### config.mk
export PLATFORM = sky130hd
export DESIGN_NAME = mbc_core
export DESIGN_NICKNAME = d
export VERILOG_FILES = /design/src/common/mbc_pkg.sv /design/src/core/mbc_core.sv
export SDC_FILE = /design/constraint.sdc
export NUM_CORES = 1
export LEC_CHECK = 0
export ABC_AREA = 0
export BUFFER_PORTS_ARGS = -buffer_cell sky130_fd_sc_hd__buf_2
export CORE_UTILIZATION = 52
export CTS_CLUSTER_SIZE = 30
export DETAILED_ROUTE_END_ITERATION = 10
export HOLD_SLACK_MARGIN = 0.12
export PLACE_DENSITY = 0.8
export SLEW_MARGIN = 10
export SYNTH_ARGS = -nofsm -noshare
export SYNTH_HDL_FRONTEND = slang
export SYNTH_SLANG_ARGS = --single-unit
### constraint.sdc
create_clock -name clock -period 2.4 [get_ports clock]
set_input_delay 0.48 -clock clock [delete_from_list [all_inputs] [get_ports clock]]
set_output_delay 0.48 -clock clock [all_outputs]
set_load 0.005 [all_outputs]
### src/common/mbc_pkg.sv
// How it works
// RL1 - Boot ROM select low for F0000-FFFFF
// RL2 - Config bit picks DRAM or SRAM pins
// RL3 - DRAM mode drives ten-bit multiplexed address
// RL4 - SRAM select low for low range
// RL5 - Separate low/high byte SRAM write strobes
// RL6 - SRAM chip selects for 9xxxx, 8xxxx
// RL7 - Four bank row strobes select bytes
// RL8 - One shared column strobe
// RL9 - One shared write enable on writes
// RL10 - Refresh flag from programmable refresh timer
// RL11 - Enable I/O channel transceiver
// RL12 - I/O direction high inward, rests low
// RL13 - CPU buffer disabled during DMA
// RL14 - CPU buffer gated by data enable
// RL15 - CPU buffer direction high toward device
// RL16 - Data enable for mem, I/O, INTA
// RL17 - Parity bit makes byte odd
package mbc_pkg;
  localparam logic [3:0]  ROM_SEG      = 4'hF;
  localparam logic [3:0]  SRAM_SEG9    = 4'h9;
  localparam logic [3:0]  SRAM_SEG8    = 4'h8;
  localparam int          CLK_NS       = 10;
  localparam int          REF_MIN_NS   = 838;
  localparam int          REF_MAX_NS   = 214000;
  localparam int          REF_MIN_CYC  = (REF_MIN_NS + CLK_NS - 1) / CLK_NS;
  localparam int          REF_MAX_CYC  = REF_MAX_NS / CLK_NS;
  localparam int          REF_PULSE    = 4;
  localparam int          ROW_COL_GAP  = 2;
  localparam int          CAS_LEN      = 3;

  typedef enum logic [2:0] {
    MBC_IDLE, MBC_ROW, MBC_COL, MBC_DONE, MBC_REF
  } mbc_state_e;

  // One processor or DMA bus request (memory, I/O or INTA)
  typedef struct packed {
    logic        mem;
    logic        io;
    logic        inta;
    logic        write;
    logic        dma;
    logic        t2;
    logic        byte_lo;
    logic        byte_hi;
    logic [19:0] addr;
  } mbc_req_s;
endpackage

### src/core/mbc_core.sv
`timescale 1ns/100ps
module mbc_core #(
  parameter int REF_PERIOD = mbc_pkg::REF_MIN_CYC
) (
  input  wire logic              clock,
  input  wire logic              reset,
  input  wire logic              enable,
  input  wire mbc_pkg::mbc_req_s req,
  input  wire logic              req_valid,
  input  wire logic              sram_mode,
  input  wire logic              hold_ack,
  input  wire logic [7:0]        wdata_lo,
  input  wire logic [7:0]        wdata_hi,
  output logic                   done,
  output logic                   boot_rom_sel_n,
  output logic                   mux_addr_bit9,
  output logic                   mux_addr_bit8,
  output logic                   mux_addr7_or_low_sram_sel_n,
  output logic                   mux_addr6_or_sram_wr_lo_n,
  output logic                   mux_addr5_or_sram_wr_hi_n,
  output logic                   mux_addr4_or_sram_seg9_sel_n,
  output logic                   mux_addr3_or_sram_seg8_sel_n,
  output logic [2:0]             mux_addr_low,
  output logic [3:0]             bank_row_strobe_n,
  output logic                   col_strobe_n,
  output logic                   dram_write_n,
  output logic                   refresh_active,
  output logic                   cpu_xfer_active,
  output logic                   cpu_xfer_active_oe_n,
  output logic                   io_xcvr_enable,
  output logic                   io_xcvr_inward,
  output logic                   cpu_buf_enable_n,
  output logic                   cpu_buf_inward,
  output logic                   parity_low_byte,
  output logic                   parity_high_byte
);
  import mbc_pkg::*;

  mbc_state_e  state_reg, state_next;
  mbc_req_s    req_reg, req_next;
  logic [17:0] ref_cnt_reg, ref_cnt_next;
  logic        ref_due_reg, ref_due_next;
  logic [2:0]  phase_reg, phase_next;
  logic [9:0]  maddr;
  logic [1:0]  bank;
  logic        busy;
  logic        ref_take;
  logic        col_phase;
  logic        rom_hit;
  logic        low_hit;
  logic        seg9_hit;
  logic        seg8_hit;
  logic        wr_lo_hit;
  logic        wr_hi_hit;

  // Access sequencer; a due refresh wins over a new request so rows never starve
  always_comb begin
    state_next = state_reg;
    req_next   = req_reg;
    phase_next = phase_reg;
    ref_take   = 1'b0;
    done       = 1'b0;
    case (state_reg)
      MBC_IDLE: begin
        phase_next = 3'h0;
        if (ref_due_reg) begin
          state_next = MBC_REF;
          ref_take   = 1'b1; // Tells the refresh timer its request is served
        end else if (req_valid && req.mem) begin
          // The request is copied, so the bus side may move on after the take
          req_next   = req;
          state_next = MBC_ROW;
        end
      end
      MBC_ROW: begin
        phase_next = phase_reg + 3'h1;
        if (phase_reg == 3'(ROW_COL_GAP - 1)) begin
          phase_next = 3'h0;
          state_next = MBC_COL;
        end
      end
      MBC_COL: begin
        phase_next = phase_reg + 3'h1;
        if (phase_reg == 3'(CAS_LEN - 1)) begin
          phase_next = 3'h0;
          state_next = MBC_DONE;
        end
      end
      MBC_DONE: begin
        done       = 1'b1;
        state_next = MBC_IDLE;
      end
      MBC_REF: begin
        phase_next = phase_reg + 3'h1;
        if (phase_reg == 3'(REF_PULSE - 1)) state_next = MBC_IDLE;
      end
      default: state_next = MBC_IDLE;
    endcase
  end

  // Sequencer registers; the clock enable freezes everything
  always_ff @(posedge clock) begin
    if (reset) begin
      state_reg <= MBC_IDLE;
      req_reg   <= '0;
      phase_reg <= 3'h0;
    end else if (enable) begin
      state_reg <= state_next;
      req_reg   <= req_next;
      phase_reg <= phase_next;
    end
  end

  // Refresh timer runs regardless of traffic; a wrap in the same cycle as the
  // sequencer's take keeps the request pending, so no refresh is ever lost
  always_comb begin
    ref_cnt_next = ref_cnt_reg + 18'h00001;
    ref_due_next = ref_due_reg;
    if (ref_take) begin
      ref_due_next = 1'b0;
    end
    if (ref_cnt_reg >= 18'(REF_PERIOD - 1)) begin
      ref_cnt_next = 18'h00000; // Counts zero up to REF_PERIOD - 1
      ref_due_next = 1'b1; // RL10
    end
  end

  // Refresh timer registers, frozen with the rest by the clock enable
  always_ff @(posedge clock) begin
    if (reset) begin
      ref_cnt_reg <= 18'h00000;
      ref_due_reg <= 1'b0;
    end else if (enable) begin
      ref_cnt_reg <= ref_cnt_next;
      ref_due_reg <= ref_due_next;
    end
  end

  // Row phase carries A19..A10, column phase A9..A0
  assign busy      = (state_reg == MBC_ROW) || (state_reg == MBC_COL);
  assign col_phase = (state_reg == MBC_COL);
  assign maddr     = (state_reg == MBC_ROW) ? req_reg.addr[19:10] : req_reg.addr[9:0]; // RL3
  assign bank      = req_reg.addr[19:18];

  // Address window decodes, only while an access is in flight
  assign rom_hit  = req_reg.mem && busy && (req_reg.addr[19:16] == ROM_SEG); // RL1
  assign low_hit  = busy && (req_reg.addr[19] == 1'b0); // RL4
  assign seg9_hit = busy && (req_reg.addr[19:16] == SRAM_SEG9); // RL6
  assign seg8_hit = busy && (req_reg.addr[19:16] == SRAM_SEG8); // RL6

  // Byte write strobes wait for the column phase so selects settle first
  assign wr_lo_hit = col_phase && req_reg.write && req_reg.byte_lo; // RL5
  assign wr_hi_hit = col_phase && req_reg.write && req_reg.byte_hi; // RL5

  // DRAM strobes; refresh is row-only and opens every bank at once
  always_comb begin
    bank_row_strobe_n = 4'hF;
    col_strobe_n      = 1'b1;
    dram_write_n      = 1'b1;
    if (state_reg == MBC_REF) begin
      bank_row_strobe_n = 4'h0; // RL10
    end else if (!sram_mode && busy) begin
      // Byte lanes sit in paired banks; the lane picks the strobe
      bank_row_strobe_n[{bank[0], 1'b0}] = ~req_reg.byte_lo; // RL7
      bank_row_strobe_n[{bank[0], 1'b1}] = ~req_reg.byte_hi; // RL7
      col_strobe_n = ~col_phase; // RL8
      dram_write_n = ~req_reg.write; // RL9
    end
  end

  // Boot ROM select and the address pins that never change meaning
  always_comb begin
    boot_rom_sel_n = ~rom_hit; // RL1
    mux_addr_bit9  = maddr[9]; // RL3
    mux_addr_bit8  = maddr[8]; // RL3
    mux_addr_low   = maddr[2:0]; // RL3
  end

  // Five shared pins; the mode bit is static, so switching mid-access is not handled
  always_comb begin
    if (sram_mode) begin // RL2
      mux_addr7_or_low_sram_sel_n  = ~low_hit; // RL4
      mux_addr6_or_sram_wr_lo_n    = ~wr_lo_hit; // RL5
      mux_addr5_or_sram_wr_hi_n    = ~wr_hi_hit; // RL5
      mux_addr4_or_sram_seg9_sel_n = ~seg9_hit; // RL6
      mux_addr3_or_sram_seg8_sel_n = ~seg8_hit; // RL6
    end else begin
      mux_addr7_or_low_sram_sel_n  = maddr[7]; // RL3
      mux_addr6_or_sram_wr_lo_n    = maddr[6]; // RL3
      mux_addr5_or_sram_wr_hi_n    = maddr[5]; // RL3
      mux_addr4_or_sram_seg9_sel_n = maddr[4]; // RL3
      mux_addr3_or_sram_seg8_sel_n = maddr[3]; // RL3
    end
  end

  // Refresh flag follows the sequencer state, so it covers the whole row pulse
  assign refresh_active = (state_reg == MBC_REF); // RL10

  // Bus buffer steering; data enable floats in hold acknowledge
  assign cpu_xfer_active      = req_valid && (req.mem || req.io || req.inta); // RL16
  assign cpu_xfer_active_oe_n = hold_ack; // RL16
  assign cpu_buf_enable_n     = ~(cpu_xfer_active && !req.dma && !req.t2 && !hold_ack); // RL13 RL14
  assign cpu_buf_inward       = req.write; // RL15
  assign io_xcvr_enable       = req_valid && (req.io || req.dma); // RL11
  assign io_xcvr_inward       = req_valid && req.io && !req.write; // RL12

  // Odd parity: total ones including the parity bit is odd
  assign parity_low_byte  = ~(^wdata_lo); // RL17
  assign parity_high_byte = ~(^wdata_hi); // RL17
endmodule // mbc_core

== After elaboration in Yosys (flattened, before gate mapping) ==
Cells that the tools add are included.
Cells by class
  add/subtract/negate cells: 2
  multiply operators: 0
  divide/modulo/power cells: 0
  $lt $le $gt $ge: 5
  eq/ne operators: 14
  shifts and indexed selects: 0
  muxes and demuxes: 32
  bitwise operators: 17
  reductions and logical operators: 37
Operator list (count)
  $pmux 3 s4: 2
  $mux 3: 7
  $logic_and 1x1->1: 19
  $add 18x1->18 const B: 1
  $ge 18x7->1 const B: 1
  $mux 18: 1
  $mux 1: 16
  $reduce_xor 8->1: 2
  $not 1->1: 15
  $eq 3x2->1 const B: 4
  $eq 4x4->1 const B: 3
  $mux 10: 1
  $mux 4: 2
  $eq 3x1->1 const B: 2
  $lt 2x3->1 const B: 2
  $logic_not 1->1: 5
  $reduce_and 5->1: 1
  $bwmux 4: 1
  $ge 2x1->1 const B: 2
  $logic_or 1x1->1: 4
  $ne 2x1->1 const B: 2
  $not 3->4: 1
  $or 4x4->4: 1
  $reduce_and 2->1: 2
  9 further kinds: 10
Word-level totals
  register bits after elaboration: 49
  latch bits: 0
  bits in writable memories: 0
  bits in read-only memories: 0
  input bits: 50
  logic and storage cells: 116
  memories: 0

== Longest topological paths before layout ==
  depth in word-level cells: 9
  depth in mapped cells: 6
  mapped depth without buffers: 6

== Worst setup path before layout ==
OpenSTA, ideal clock, no wires.
  path type: reg2out
  start point: reg state_reg[0]
  end point: out mux_addr_bit8
  arrival: 1.636 ns
  data required time: 1.920 ns
  setup slack: 0.284 ns
  cell stages (with the launch flop): 5
  path through: dfxtp_1 -> clkbuf_1 -> nor3b_1 -> buf_2 -> mux2_2
Between the ends
  cells in the longest elaborated chain, start to end: 2
RTL lines
  from (decl): RTL line mbc_core.sv:39  | mbc_state_e state_reg, state_next;
  from (signal assigned): RTL line mbc_core.sv:108  | state_reg <= state_next;
  $eq 3x1->1: RTL line mbc_core.sv:142  | assign maddr = (state_reg == MBC_ROW) ? req_reg.addr[19:10] : req_reg.addr[9:0];
  $mux 10: RTL line mbc_core.sv:142
  to (decl): RTL line mbc_core.sv:17  | output logic mux_addr_bit8,
No other way between the ends.

== Worst setup path in the final report ==
  start point: reg state_reg[0]
  end point: out mux_addr3_or_sram_seg8_sel_n
Between the ends
  cells in the longest elaborated chain, start to end: 5
RTL lines
  $eq 3x1->1 / $eq 3x2->1 (equally long branches): RTL line mbc_core.sv:140, mbc_core.sv:142
  $logic_or 1x1->1: RTL line mbc_core.sv:140  | assign busy = (state_reg == MBC_ROW) || (state_reg == MBC_COL);
  $logic_and 1x1->1: RTL line mbc_core.sv:149  | assign seg8_hit = busy && (req_reg.addr[19:16] == SRAM_SEG8);
  $not 1->1: RTL line mbc_core.sv:186  | mux_addr3_or_sram_seg8_sel_n = ~seg8_hit;
  $mux 1 *: RTL line mbc_core.sv:181  | if (sram_mode) begin
  to (decl): RTL line mbc_core.sv:22  | output logic mux_addr3_or_sram_seg8_sel_n,
Mark *: on every way between the ends. The rest lies on a longest branch, timed or not.

==> results.sh <==
export IMPL_vdd_drop_max_uv=340
export IMPL_max_slew_margin=0.658
export IMPL_grt_max_degree=44
export IMPL_postRouteAntennaNets=0
export IMPL_p_int_mw=1.32
export IMPL_clockPowerShare=0.349
export IMPL_ys_flop_type="dfxtp_1"
export IMPL_first_pass_iters=4
export IMPL_gp_congestion=0.892
export IMPL_wire_per_inst_um=13.2
export IMPL_synth_cells=297
export IMPL_tns_ps=0
export IMPL_fin_skew_ps=4.65
export IMPL_status="complete, no violations"
export IMPL_syn_cell_area_um2=2610
export IMPL_route_detailed_drc=0
export IMPL_reg2reg_depth=6
export IMPL_cts_root_buf="clkbuf_8"
export IMPL_hold_path_end="req_reg[13]"
export IMPL_cp_start_kind="register"
export IMPL_clkLatencyLatePin_ps=300
export IMPL_maxSlewViolCount=0
export IMPL_synth_distinct_cells=45
export IMPL_hold_class="input pin to register"
export IMPL_grt_pass1_vias=2231
export IMPL_largest_reg_flops=22
export IMPL_placed_area_um2=3030
export IMPL_routed_via_density=5.43
export IMPL_routed_wl_um=5730
export IMPL_fin_crit_sh=0.947
export IMPL_tightestPinTransition_ps=507
export IMPL_finalNetCount=422
export IMPL_dp_final_hpwl_um=4180
export IMPL_worstPathArrival_ps=1790
export IMPL_ctsHoldBuffers=0
export IMPL_path_class="register to primary output"
export IMPL_syn2layout_area_growth_pct=20.6
export IMPL_timing_rr_end="ref_cnt_reg[11]"
export IMPL_setup_viol_count_final=0
export IMPL_power_density_nw_per_um2=555
export IMPL_cts_tree="done"
export IMPL_fmax_mhz=440
export IMPL_start_util=0.546
export IMPL_core_area_um2=4790
export IMPL_async_reset_ff_frac=0
export IMPL_hold_ws_ps=412
export IMPL_syn_avg_cell_area_um2=8.80
export IMPL_worstSetupEndpointType="primary output"
export IMPL_clk_path_buf_depth=2
export IMPL_p_seq_frac=0.492
export IMPL_reg2reg_slack_ps=570
export IMPL_power_leakage_nw=1.25
export IMPL_gr_usage_all_layers=0.225
export IMPL_io_buffer_count=76
export IMPL_vias=2363
export IMPL_synth_seq_cells=49
export IMPL_finalHoldViolations=0
export IMPL_cts_sinks=49
export IMPL_clkTransAtPathRegs_ps=90
export IMPL_synth_enable_flop_cells=0
export IMPL_min_delay_start="req[13]"
export IMPL_drt_iter0_drc=145
export IMPL_final_util=0.659
export IMPL_num_rows=25
export IMPL_rsz0062_at_grt="false"
export IMPL_period_minus_slack_ps=2270
export IMPL_layout_drive_gt1_share=0.269
export IMPL_die_area_um2=5310
export IMPL_cts_buffers=5
export IMPL_htree_levels=2
export IMPL_die_h_um=72.9
export IMPL_total_switching_power_mw=0.431
export IMPL_p_comb_frac=0.160
export IMPL_antenna_found_initial=0
export IMPL_synth_warnings=0
export IMPL_diodes=0
export IMPL_ys_seq_area_frac=0.375
export IMPL_path_max_fanout=15
export IMPL_die_x_um=72.9
export IMPL_max_cap_violations=0
export IMPL_switching_share=0.246
export IMPL_ioPinCount=77
export IMPL_overflow=0
export IMPL_grt_pass1_wl_um=9440
export IMPL_cp_required_ps=1920
export IMPL_hold_depth=3
export IMPL_postCtsResizedCells=0
export IMPL_final_area_um2=3150
export IMPL_timing_rr_start="ref_cnt_reg[0]"
export IMPL_syn_nets=352
export IMPL_cts_setup_buffers=0
[layout make-up]
| type | count | area [µm²] |
|---|---|---|
| Multi-Input combinational cell | 219 | 1500 |
| Clock inverter | 1 | 30.0 |
| Inverter | 11 | 41.3 |
| Clock buffer | 7 | 86.3 |
| Tap cell | 67 | 83.8 |
| Sequential cell | 49 | 983 |
| Timing Repair Buffer | 81 | 430 |
| Fill cell | 415 | 1630 |
[cell usage in the layout, fill, tap and decap left out, types with 2 or more instances in the layout]
cell type	n
nand3_1	7
clkbuf_8	6
o21a_1	5
buf_4	4
a21oi_1	13
nand2_1	15
or4_1	2
dfxtp_1	47
and3_1	4
nor2b_1	7
and4_1	3
o31ai_1	4
xnor2_1	19
a31oi_1	5
or3_1	2
mux2_2	5
xor2_1	5
dfxtp_2	2
nor2_1	31
nor4_1	4
buf_2	76
nand4_1	6
o31a_1	2
mux2i_1	26
ha_1	5
a211oi_1	7
or2b_1	2
nor3_1	23
nand2b_1	2
inv_1	11
[power by group through the flow]
stage          combinational (mW)  clock (mW)  sequential [mW]
3_3_place_gp                0.271           0            0.878
6_report                    0.279       0.610            0.861
3_5_place_dp                0.278           0            0.879
5_1_grt                     0.311       0.655            0.865
2_1_floorplan               0.188           0            0.868
4_1_cts                     0.281       0.622            0.860
[worst max-delay path by stage]
stage | start | end | slack [ps]
6_report | state_reg[0] | mux_addr3_or_sram_seg8_sel_n | 130
5_1_grt | state_reg[0] | mux_addr7_or_low_sram_sel_n | 20
4_1_cts | state_reg[1] | mux_addr3_or_sram_seg8_sel_n | 50
3_5_place_dp | state_reg[1] | mux_addr3_or_sram_seg8_sel_n | 400
3_3_place_gp | state_reg[1] | boot_rom_sel_n | 460
2_1_floorplan | state_reg[0] | mux_addr_bit8 | 280
[kinds of logic after synthesis]
kind of cell / share of synthesized area
xor+xnor: 0.0804
buf+inv: 0.0536
mux: 0.121
compound gates: 0.114
flops: 0.375
fa+ha+maj: 0.0278
simple gates: 0.228
[per-layer routing]
| metal | up-vias | global-route usage | wire length (µm) |
|---|---|---|---|
| met3 | 8 | 0.0635 | 295 |
| met5 | - | 0 | 0 |
| met1 | 1108 | 0.265 | 2540 |
| met4 | 0 | 0.0654 | 62 |
| met2 | 55 | 0.397 | 2830 |
| li1 | 1192 | - | - |
[stage by stage]
| step | cells | power [mW] | setup WS [ps] |
|---|---|---|---|
| global placement | 427 | 1.15 | 465 |
| CTS | 435 | 1.76 | 52.7 |
| floorplan | 297 | 1.06 | 284 |
| global route | 435 | 1.83 | 20.7 |
| detailed placement | 427 | 1.16 | 403 |
| finish | 435 | 1.75 | 126 |
[Yosys cell counts (2+ instances only)]
library cell,count,area share
a211oi_1,7,0.020
a21oi_1,13,0.025
a31oi_1,5,0.012
and3_1,4,0.0096
and4_1,3,0.010
buf_4,2,0.0057
buf_6,3,0.013
clkbuf_1,12,0.017
dfxtp_1,49,0.38
ha_1,5,0.024
inv_1,11,0.016
mux2_2,5,0.022
mux2i_1,26,0.10
nand2_1,15,0.022
nand2b_1,2,0.0048
nand3_1,7,0.013
nand4_1,6,0.014
nor2_1,31,0.045
nor2b_1,7,0.017
nor3_1,23,0.044
nor4_1,4,0.0096
o21a_1,5,0.014
o31a_1,2,0.0067
o31ai_1,4,0.011
or2b_1,2,0.0057
or3_1,2,0.0048
or4_1,2,0.0057
xnor2_1,19,0.064
xor2_1,5,0.017
[critical path, cell delays in order, from the launching register on]
cell and delay, ps:
dfxtp_1 520, nor3b_2 220, buf_4 230, nor2b_1 70
a211oi_1 230, a21oi_1 80, buf_2 140
Power figures use the tool's default switching activity.
